[src/tscm_params.svh]
// Timing counts and sizes of the conflict monitor fault supervision
`ifndef TSCM_PARAMS_SVH
`define TSCM_PARAMS_SVH

`define TSCM_NUM_CH          12
`define TSCM_CLK_PERIOD_NS   40
`define TSCM_MS_NS           1000000
`define TSCM_MS_PER_S        1000
`define TSCM_CONFLICT_MS     325
`define TSCM_REDFAIL_MS      850
`define TSCM_LOWMAINS_MS     850
`define TSCM_DUAL_MS         850
`define TSCM_MINCLEAR_MS     2700
`define TSCM_WDOG_MS         1000
`define TSCM_MINFLASH_RST_S  4'h5
`define TSCM_TMR_W           12

`endif

[src/tscm_pkg.sv]
// Types shared by the conflict monitor fault supervision logic
package tscm_pkg;

   typedef struct packed {
      logic [11:0] green;
      logic [11:0] yellow;
      logic [11:0] walk;
      logic [11:0] red;
   } tscm_lamps_type;

   typedef struct packed {
      logic              controllerHealth_n;
      logic              supplyPresence;
      logic              card_chain_presence_input;
      logic              lowMains;
      logic              watchdogIn;
      logic              manualReset;
   } tscm_supv_type;

   typedef struct packed {
      logic [11:0][11:0] compat;
      logic [11:0]       chanInclude;
      logic              minClearEn;
      logic              watchdogEn;
      logic              gwVsYellowEn;
      logic              vsRedEn;
      logic              walkExcludeB;
      logic [3:0]        minFlashSec;
   } tscm_opts_type;

   typedef struct packed {
      logic conflict;
      logic redFail;
      logic minClear;
      logic watchdog;
      logic dualInd;
      logic healthLost;
      logic supplyLost;
      logic cardLost;
      logic lowMains;
   } tscm_faults_type;

endpackage

[src/tscm_monitor.sv]
// Fault supervision core of a twelve-channel traffic conflict monitor
// Function
// - Any enabled fault drops the output relay
// - Channel dark for 850 ms is red failure
// - Red failure latches until manual reset
// - Lost controller health forces non-latching flash
// - Lost supply or card chain forces flash
// - Relay returns automatically once non-latching faults clear
// - Low mains beyond 850 ms forces flash
// - Power interruption fault is non-latching
// - Relay held off for minimum flash after power-up
// - Four switches select 0 to 15 seconds
// - Conflicting green within 2.7 s is fault
// - Stalled watchdog square wave latches a fault
// - Green or walk with yellow latches fault
// - Green, walk or yellow with red latches
// - Baseline checks ignore channel switches and option switches one to four
// - Channel switches include channels in optional checks
// - Option switches one to four enable options
// - Switch B drops walk from red failure
// - Unpermitted concurrent non-red for 325 ms conflicts
// - Compatibility matrix permits channel pairs together
// - Conflicts latch; latch survives mains interruption
// - Timing halt asserted while faulted, removed after
`timescale 1ns/100ps
`default_nettype none
`include "tscm_params.svh"

module tscm_monitor
   import tscm_pkg::*;
#(
   parameter int CYC_PER_MS = `TSCM_MS_NS / `TSCM_CLK_PERIOD_NS,
   parameter int WDOG_MS    = `TSCM_WDOG_MS
) (
   input  wire logic           clk,
   input  wire logic           reset_n,
   input  wire tscm_lamps_type lampsIn,
   input  wire tscm_supv_type  supvIn,
   input  wire tscm_opts_type  optsIn,
   output var  logic           relayEnergize_q,
   output var  logic           timingHalt_q,
   output var  tscm_faults_type faults_q
);

   localparam int NCH = `TSCM_NUM_CH;
   localparam int TW  = `TSCM_TMR_W;
   localparam logic [TW-1:0] CONFLICT_LIM = TW'(`TSCM_CONFLICT_MS);
   localparam logic [TW-1:0] REDFAIL_LIM  = TW'(`TSCM_REDFAIL_MS);
   localparam logic [TW-1:0] LOWMAINS_LIM = TW'(`TSCM_LOWMAINS_MS);
   localparam logic [TW-1:0] DUAL_LIM     = TW'(`TSCM_DUAL_MS);
   localparam logic [TW-1:0] CLEAR_LIM    = TW'(`TSCM_MINCLEAR_MS);
   localparam logic [TW-1:0] WDOG_LIM     = TW'(WDOG_MS);
   localparam logic [9:0]    MS_PER_S     = 10'(`TSCM_MS_PER_S);
   // Healthy idle levels, so that no false supply loss follows reset
   localparam tscm_supv_type SUPV_IDLE    = '{supplyPresence: 1'b1,
                                              card_chain_presence_input: 1'b1,
                                              default: 1'b0};

   // Saturating ms timer that restarts whenever its condition drops
   function automatic logic [TW-1:0] tmrStep(input logic [TW-1:0] cnt,
                                             input logic cond,
                                             input logic tk,
                                             input logic [TW-1:0] lim);
      logic [TW-1:0] nxt;
      nxt = cnt;
      if (!cond) begin
         nxt = '0;
      end else if (tk && cnt < lim) begin
         nxt = cnt + TW'(1);
      end
      return nxt;
   endfunction

   // Two-stage synchronisers for every pin
   tscm_lamps_type lampsMeta_q, lamps_q;
   tscm_supv_type  supvMeta_q, supv_q;
   tscm_opts_type  optsMeta_q, opts_q;

   always_ff @(posedge clk or negedge reset_n) begin
      if (!reset_n) begin
         lampsMeta_q <= '0;
         lamps_q     <= '0;
         supvMeta_q  <= SUPV_IDLE;
         supv_q      <= SUPV_IDLE;
         optsMeta_q  <= '0;
         opts_q      <= '0;
      end else begin
         lampsMeta_q <= lampsIn;
         lamps_q     <= lampsMeta_q;
         supvMeta_q  <= supvIn;
         supv_q      <= supvMeta_q;
         optsMeta_q  <= optsIn;
         opts_q      <= optsMeta_q;
      end
   end

   // Millisecond tick
   logic [$clog2(CYC_PER_MS)-1:0] divCnt_q;
   logic                          msTick_q;

   always_ff @(posedge clk or negedge reset_n) begin
      if (!reset_n) begin
         divCnt_q <= '0;
         msTick_q <= 1'b0;
      end else if (divCnt_q == ($clog2(CYC_PER_MS))'(CYC_PER_MS - 1)) begin
         divCnt_q <= '0;
         msTick_q <= 1'b1;
      end else begin
         divCnt_q <= divCnt_q + 1'b1;
         msTick_q <= 1'b0;
      end
   end

   // Green edge history and time since each green ended
   logic [NCH-1:0]          greenPrev_q;
   logic [NCH-1:0][TW-1:0]  clrCnt_q;

   // Per-channel conditions, plus the combined conflict and clearance flags
   logic [NCH-1:0] nonRed, darkNow, dualNow, greenRise;
   logic           conflictNow;
   logic           clearViol;

   always_comb begin
      conflictNow = 1'b0;
      clearViol   = 1'b0;
      for (int i = 0; i < NCH; i++) begin
         nonRed[i] = lamps_q.green[i] | lamps_q.yellow[i] | lamps_q.walk[i];
         // Option B takes walk out of the red failure decision
         darkNow[i] = ~(lamps_q.green[i] | lamps_q.yellow[i] | lamps_q.red[i]
                      | (lamps_q.walk[i] & ~opts_q.walkExcludeB));
         dualNow[i] = opts_q.chanInclude[i] &
                      ((opts_q.gwVsYellowEn & (lamps_q.green[i] | lamps_q.walk[i])
                        & lamps_q.yellow[i]) |
                       (opts_q.vsRedEn & nonRed[i] & lamps_q.red[i]));
      end
      for (int i = 0; i < NCH; i++) begin
         for (int j = 0; j < NCH; j++) begin
            if (i < j && nonRed[i] && nonRed[j]
                && !opts_q.compat[i][j] && !opts_q.compat[j][i]) begin
               conflictNow = 1'b1;
            end
            if (i != j && greenRise[j] && opts_q.chanInclude[i]
                && opts_q.chanInclude[j] && !opts_q.compat[i][j]
                && !opts_q.compat[j][i] && clrCnt_q[i] < CLEAR_LIM) begin
               clearViol = 1'b1;
            end
         end
      end
   end

   assign greenRise = lamps_q.green & ~greenPrev_q;

   always_ff @(posedge clk or negedge reset_n) begin
      if (!reset_n) begin
         greenPrev_q <= '0;
         // Saturated so the first green after power-up is not flagged
         clrCnt_q    <= {NCH{CLEAR_LIM}};
      end else begin
         greenPrev_q <= lamps_q.green;
         for (int i = 0; i < NCH; i++) begin
            if (lamps_q.green[i]) begin
               clrCnt_q[i] <= '0;
            end else if (msTick_q && clrCnt_q[i] < CLEAR_LIM) begin
               clrCnt_q[i] <= clrCnt_q[i] + TW'(1);
            end
         end
      end
   end

   // Fault timers
   logic [TW-1:0]          conflictCnt_q, lowMainsCnt_q, wdogCnt_q;
   logic [NCH-1:0][TW-1:0] darkCnt_q, dualCnt_q;
   logic                   wdogPrev_q;
   logic                   wdogEdge;

   assign wdogEdge = supv_q.watchdogIn ^ wdogPrev_q;

   always_ff @(posedge clk or negedge reset_n) begin
      if (!reset_n) begin
         conflictCnt_q <= '0;
         lowMainsCnt_q <= '0;
         darkCnt_q     <= '0;
         dualCnt_q     <= '0;
      end else begin
         conflictCnt_q <= tmrStep(conflictCnt_q, conflictNow, msTick_q, CONFLICT_LIM);
         lowMainsCnt_q <= tmrStep(lowMainsCnt_q, supv_q.lowMains, msTick_q,
                                  LOWMAINS_LIM);
         for (int i = 0; i < NCH; i++) begin
            darkCnt_q[i] <= tmrStep(darkCnt_q[i], darkNow[i], msTick_q, REDFAIL_LIM);
            dualCnt_q[i] <= tmrStep(dualCnt_q[i], dualNow[i], msTick_q, DUAL_LIM);
         end
      end
   end

   always_ff @(posedge clk or negedge reset_n) begin
      if (!reset_n) begin
         wdogPrev_q <= 1'b0;
         wdogCnt_q  <= '0;
      end else begin
         wdogPrev_q <= supv_q.watchdogIn;
         wdogCnt_q  <= tmrStep(wdogCnt_q, !wdogEdge, msTick_q, WDOG_LIM);
      end
   end

   logic [NCH-1:0] darkHit, dualHit;

   always_comb begin
      for (int i = 0; i < NCH; i++) begin
         darkHit[i] = darkCnt_q[i] == REDFAIL_LIM;
         dualHit[i] = dualCnt_q[i] == DUAL_LIM;
      end
   end

   // Latched faults: set wins over manual reset; only power-up clears too
   tscm_faults_type faultsNext;
   logic            latchedAny, liveAny;

   always_comb begin
      faultsNext = faults_q;
      faultsNext.conflict = (conflictCnt_q == CONFLICT_LIM)
                          | (faults_q.conflict & ~supv_q.manualReset);
      faultsNext.redFail  = (|darkHit)
                          | (faults_q.redFail & ~supv_q.manualReset);
      faultsNext.minClear = (clearViol & opts_q.minClearEn)
                          | (faults_q.minClear & ~supv_q.manualReset);
      faultsNext.watchdog = (wdogCnt_q == WDOG_LIM && opts_q.watchdogEn)
                          | (faults_q.watchdog & ~supv_q.manualReset);
      faultsNext.dualInd  = (|dualHit)
                          | (faults_q.dualInd & ~supv_q.manualReset);
      faultsNext.healthLost = supv_q.controllerHealth_n;
      faultsNext.supplyLost = ~supv_q.supplyPresence;
      faultsNext.cardLost   = ~supv_q.card_chain_presence_input;
      faultsNext.lowMains   = lowMainsCnt_q == LOWMAINS_LIM;
   end

   always_ff @(posedge clk or negedge reset_n) begin
      if (!reset_n) begin
         faults_q <= '0;
      end else begin
         faults_q <= faultsNext;
      end
   end

   assign latchedAny = faults_q.conflict | faults_q.redFail | faults_q.minClear
                     | faults_q.watchdog | faults_q.dualInd;
   assign liveAny    = faults_q.healthLost | faults_q.supplyLost | faults_q.cardLost
                     | faults_q.lowMains;

   // Minimum flash after power-up, counted in whole seconds
   logic [9:0] msInSec_q;
   logic [3:0] secCnt_q;
   logic       minFlashDone_q;

   always_ff @(posedge clk or negedge reset_n) begin
      if (!reset_n) begin
         msInSec_q      <= '0;
         secCnt_q       <= '0;
         minFlashDone_q <= 1'b0;
      end else if (!minFlashDone_q && msTick_q) begin
         // Decided on ticks only: the switches read zero until synchronised
         if (secCnt_q >= opts_q.minFlashSec) begin
            minFlashDone_q <= 1'b1;
         end else if (msInSec_q == MS_PER_S - 10'h001) begin
            msInSec_q <= '0;
            secCnt_q  <= secCnt_q + 4'h1;
         end else begin
            msInSec_q <= msInSec_q + 10'h001;
         end
      end
   end

   // Relay and timing halt
   always_ff @(posedge clk or negedge reset_n) begin
      if (!reset_n) begin
         relayEnergize_q <= 1'b0;
         timingHalt_q    <= 1'b0;
      end else begin
         relayEnergize_q <= minFlashDone_q && !latchedAny && !liveAny;
         timingHalt_q    <= latchedAny || liveAny;
      end
   end

   // Checks
   a_relay_fault_drop: assert property (@(posedge clk) disable iff (!reset_n)
      (latchedAny || liveAny) |=> !relayEnergize_q)
      else $error("Relay energised while a fault stands");

   a_redfail_latch_hold: assert property (@(posedge clk) disable iff (!reset_n)
      faults_q.redFail && !supv_q.manualReset |=> faults_q.redFail)
      else $error("Red failure dropped without manual reset");

   a_conflict_latch_hold: assert property (@(posedge clk) disable iff (!reset_n)
      faults_q.conflict && !supv_q.manualReset |=> faults_q.conflict)
      else $error("Conflict dropped without manual reset");

   a_health_nonlatch: assert property (@(posedge clk) disable iff (!reset_n)
      supv_q.controllerHealth_n |=> faults_q.healthLost ##1 !relayEnergize_q)
      else $error("Controller health loss did not force flash");

   a_auto_release: assert property (@(posedge clk) disable iff (!reset_n)
      minFlashDone_q && !latchedAny && !liveAny |=> relayEnergize_q)
      else $error("Relay not released once faults cleared");

   a_minflash_hold: assert property (@(posedge clk) disable iff (!reset_n)
      !minFlashDone_q |=> !relayEnergize_q)
      else $error("Relay energised during minimum flash");

   a_halt_tracks: assert property (@(posedge clk) disable iff (!reset_n)
      $rose(latchedAny || liveAny) |=> timingHalt_q && !relayEnergize_q)
      else $error("Timing halt missing on fault");

   a_conflict_cause: assert property (@(posedge clk) disable iff (!reset_n)
      $rose(faults_q.conflict) |-> $past(conflictNow, 2))
      else $error("Conflict raised without concurrent indications");

   a_watchdog_gate: assert property (@(posedge clk) disable iff (!reset_n)
      $rose(faults_q.watchdog) |-> $past(opts_q.watchdogEn))
      else $error("Watchdog fault with option off");

   a_dark_restart: assert property (@(posedge clk) disable iff (!reset_n)
      !darkNow[0] |=> darkCnt_q[0] == '0)
      else $error("Red failure timer did not restart");

endmodule
`default_nettype wire

[config.mk]
export PLATFORM = sky130hd
export DESIGN_NAME = tscm_monitor
export DESIGN_NICKNAME = d
export VERILOG_FILES = /design/src/tscm_pkg.sv /design/src/tscm_monitor.sv
export VERILOG_INCLUDE_DIRS = /design/src /design/src/src
export SDC_FILE = /design/constraint.sdc
export NUM_CORES = 2
export LEC_CHECK = 0
export BUFFER_PORTS_ARGS = -buffer_cell sky130_fd_sc_hd__buf_2
export CORE_ASPECT_RATIO = 1.25
export CORE_MARGIN = 1.5
export CORE_UTILIZATION = 39
export CTS_CLUSTER_SIZE = 40
export DETAILED_ROUTE_END_ITERATION = 8
export PLACE_DENSITY = 0.56
export SYNTH_ARGS = -nofsm -noshare
export SYNTH_HDL_FRONTEND = slang
export SYNTH_SLANG_ARGS = --single-unit
[constraint.sdc]
create_clock -name clk -period 2.22 [get_ports clk]
set_clock_uncertainty 0.15 [all_clocks]
set_input_delay 0.666 -clock clk [delete_from_list [all_inputs] [get_ports clk]]
set_output_delay 0.666 -clock clk [all_outputs]
set_load 0.005 [all_outputs]
==> results.ini <==
[run_status]
status=finished with violations
violations=negative setup slack

[cells_and_area]
nFillCells=8647
register_area_um2=23500
finalNonFillerCells=5669
area_growth_pct=31.9
multi_input_area_um2=15500
design_area_um2=51300
final_util_pct=51.9
nets=4574
drive_gt1_share_pct=24.8

[power_and_ir_drop]
p_leak_nw=21.9
internal_power_mw=28.2
comb_power_share_pct=5.5
finalPower_mw=36.6
switching_share_pct=22.7
powerDensity_nw_per_um2=712
pwr-share-clk_pct=45.9
switching_power_mw=8.31
seqPwrFrac_pct=48.6
ir_worst_vdd_v=0.000716

[clock_network]
cts_tree=built
clk_latency_ns=0.68
cts_buffers=95
clk_path_buf_depth=3
cts_sinks=937
ctsHtreeMaxLevel=3
cts.clk_slew.worst_paths_ns=0.06
root_buffer=clkbuf_16

[floorplan]
die-area_um2=102000
row_count=129
fp.dieW_um=286
die_h_um=356
start_util_pct=39.3
core_um2=98900
io_pins=232

[detailed_routing]
antenna_left=0
vias=29100
drt_iter0_drc=1414
drc=0
firstDrtPassIters=5
viasPerCell=5.13
wl_per_cell_um=18.1
routed_wl_mm=103

[synth]
synthTopCellsByCount=dfrtp_1, nor2_1, xor2_1, nand2_1, nor3_1
netlist_area_um2=38900
yosysWarnings=0
synth_enable_flop_cells=0
yosysTopAreaCellShare_pct=56.1
synthMostInstantiatedCell=dfrtp_1
ys_seq_area_share_pct=60.4
ys_ff_latch=937
synth.avg_cell_area_um2=11.3
syn_nets=3735
synth_async_sr_flop_share_pct=100
ys_top_cells_by_area=dfrtp_1, nor2_1, dfstp_2
synthFlopType=dfrtp_1
yosysTopAreaCell=dfrtp_1
synth.distinct_cells=81
postSynthCellCount=3440

[hold_path]
worstHoldPathType=input port to register

[grt]
antenna_found_initial=0
grt-ovfl-total=0
grt_start_max_net_pins=62
grt_pass1_vias=30000
grt_pass1_wl_mm=164
grt_usage_pct=20.3

[placed_design]
dpl_cell_area_um2=44500
dp_hpwl_mm=71.9
place_inst=5234
post-place-ws_ns=-0.255
io_buffers=219
gp_congestion=0.989

[sta]
fin_crit_ns=2.32
fin_crit_sh_pct=105
slew_headroom_pct=51.1
hold_ws_ns=0.0594
fin_ws_ns=-0.105
worst_pin_slew_ns=0.731
finalMaxSlewViolations=0
fin_tns_setup_ns=-1.17
hold_violations=0
fmax_mhz=430
rsz0062_at_grt=true
setup_viol=14

[job]
maxCapViolations=0

[critical_path]
worst_setup_path_end_kind=register
path_max_fanout=7
required_ns=2.61
cp.arrival_ns=2.72
cp-start-kind=register
crit_type=register to register

flip-flops by register name, summed over array words and instances (netlist names), 15 cells and up:
signal / flops
divCnt_q: 15
optsMeta_q: 153
opts_q: 153
lampsMeta_q: 48
lamps_q: 48
darkCnt_q: 144
clrCnt_q: 144
dualCnt_q: 144
worst max-delay path: stages, from the launching register on:
cell and delay, ns:
dfrtp_1 0.43, nor3_4 0.23, buf_6 0.17, buf_4 0.13, o32ai_1 0.12, o21bai_1 0.27, o2111ai_4 0.16, nor4_4 0.16
buf_6 0.17, buf_12 0.14, a21oi_2 0.05
layout make-up:
type                       instances  share of cell area [%]
sequential                       937                    45.8
multi-input combinational       2276                    30.1
timing repair buffer             842                    13.4
clock buffer                     130                    5.31
tap                             1310                    3.19
clock inverter                    46                    1.20
inverter                         127                   0.928
antenna                            1                 0.00487
repair_timing:
item	in CTS	in global routing
hold endpoints to repair	211	0
endpoints found under the setup margin	36	134
hold buffers	207	0
cloned	2	1
setup buffers	26	25
resized for setup	97	126
pin swaps	45	51
worst paths after layout:
check	startpoint	endpoint	slack, ns	cells after the start
worst max-delay path	lamps_q[21]$_DFF_PN0_	conflictCnt_q[1]$_DFFE_PN0P_	-0.10	10
min in group asynchronous	reset_n	optsMeta_q[67]$_DFF_PN0_	0.33	2
worst min register to register	lampsMeta_q[37]$_DFF_PN0_	lamps_q[37]$_DFF_PN0_	0.20	0
worst min-delay path	optsIn[9]	optsMeta_q[9]$_DFF_PN0_	0.06	1
worst max register to register	lamps_q[21]$_DFF_PN0_	conflictCnt_q[1]$_DFFE_PN0P_	-0.10	10
max in group asynchronous	reset_n	clrCnt_q[2]$_DFFE_PN1P_	0.72	4
kinds of logic (layout without fill, tap and decap cells):
family,count (synthesis),count (layout),synth area share [%]
simple gates,1314,1314,17.0
fa+ha+maj,74,74,2.38
flops,937,937,60.4
compound gates,567,567,10.6
xor+xnor,308,308,6.93
other cells,0,1,0
mux,13,13,0.337
buf+inv,227,1145,2.31
routing by layer:
metal / up-vias / global-route usage (%) / share of wire (%)
li1: 13900 / - / -
met1: 14400 / 26.0 / 44
met4: 0 / 8.42 / 4.2
met5: - / 0 / 0
met2: 573 / 34.2 / 48
met3: 214 / 3.40 / 3.9
power by group through the flow:
stage	combinational (mW)	clock (mW)	sequential (mW)
2_1_floorplan	0.401	0	17.9
3_3_place_gp	1.58	0	18.0
3_5_place_dp	1.58	0	18.0
4_1_cts	1.96	17.3	17.8
5_1_grt	2.16	18.0	17.8
6_report	2.00	16.8	17.8
placed cells by master, fill, tap and decap left out, types with 29 or more instances in the layout:
| cell | netlist | layout |
|---|---|---|
| a31oi_1 | 30 | 29 |
| or2_2 | 29 | 29 |
| ha_1 | 74 | 72 |
| nor3_1 | 154 | 139 |
| nand3_1 | 71 | 70 |
| a211oi_1 | 48 | 40 |
| or3_1 | 52 | 51 |
| xnor2_1 | 122 | 120 |
| and3_1 | 89 | 86 |
| inv_1 | 126 | 125 |
| buf_4 | 1 | 352 |
| o32ai_1 | 43 | 33 |
| xor2_1 | 186 | 186 |
| buf_12 | 0 | 36 |
| nand4_1 | 87 | 87 |
| dfstp_2 | 64 | 64 |
| dfrtp_1 | 873 | 867 |
| nor2_1 | 471 | 471 |
| a21oi_1 | 114 | 94 |
| clkbuf_16 | 0 | 95 |
| and2_1 | 31 | 30 |
| o21ai_0 | 91 | 82 |
| nand2_1 | 170 | 168 |
| buf_2 | 20 | 218 |
| dlygate4sd3_1 | 0 | 207 |
Note: power is estimated with default switching activity, not from simulation.
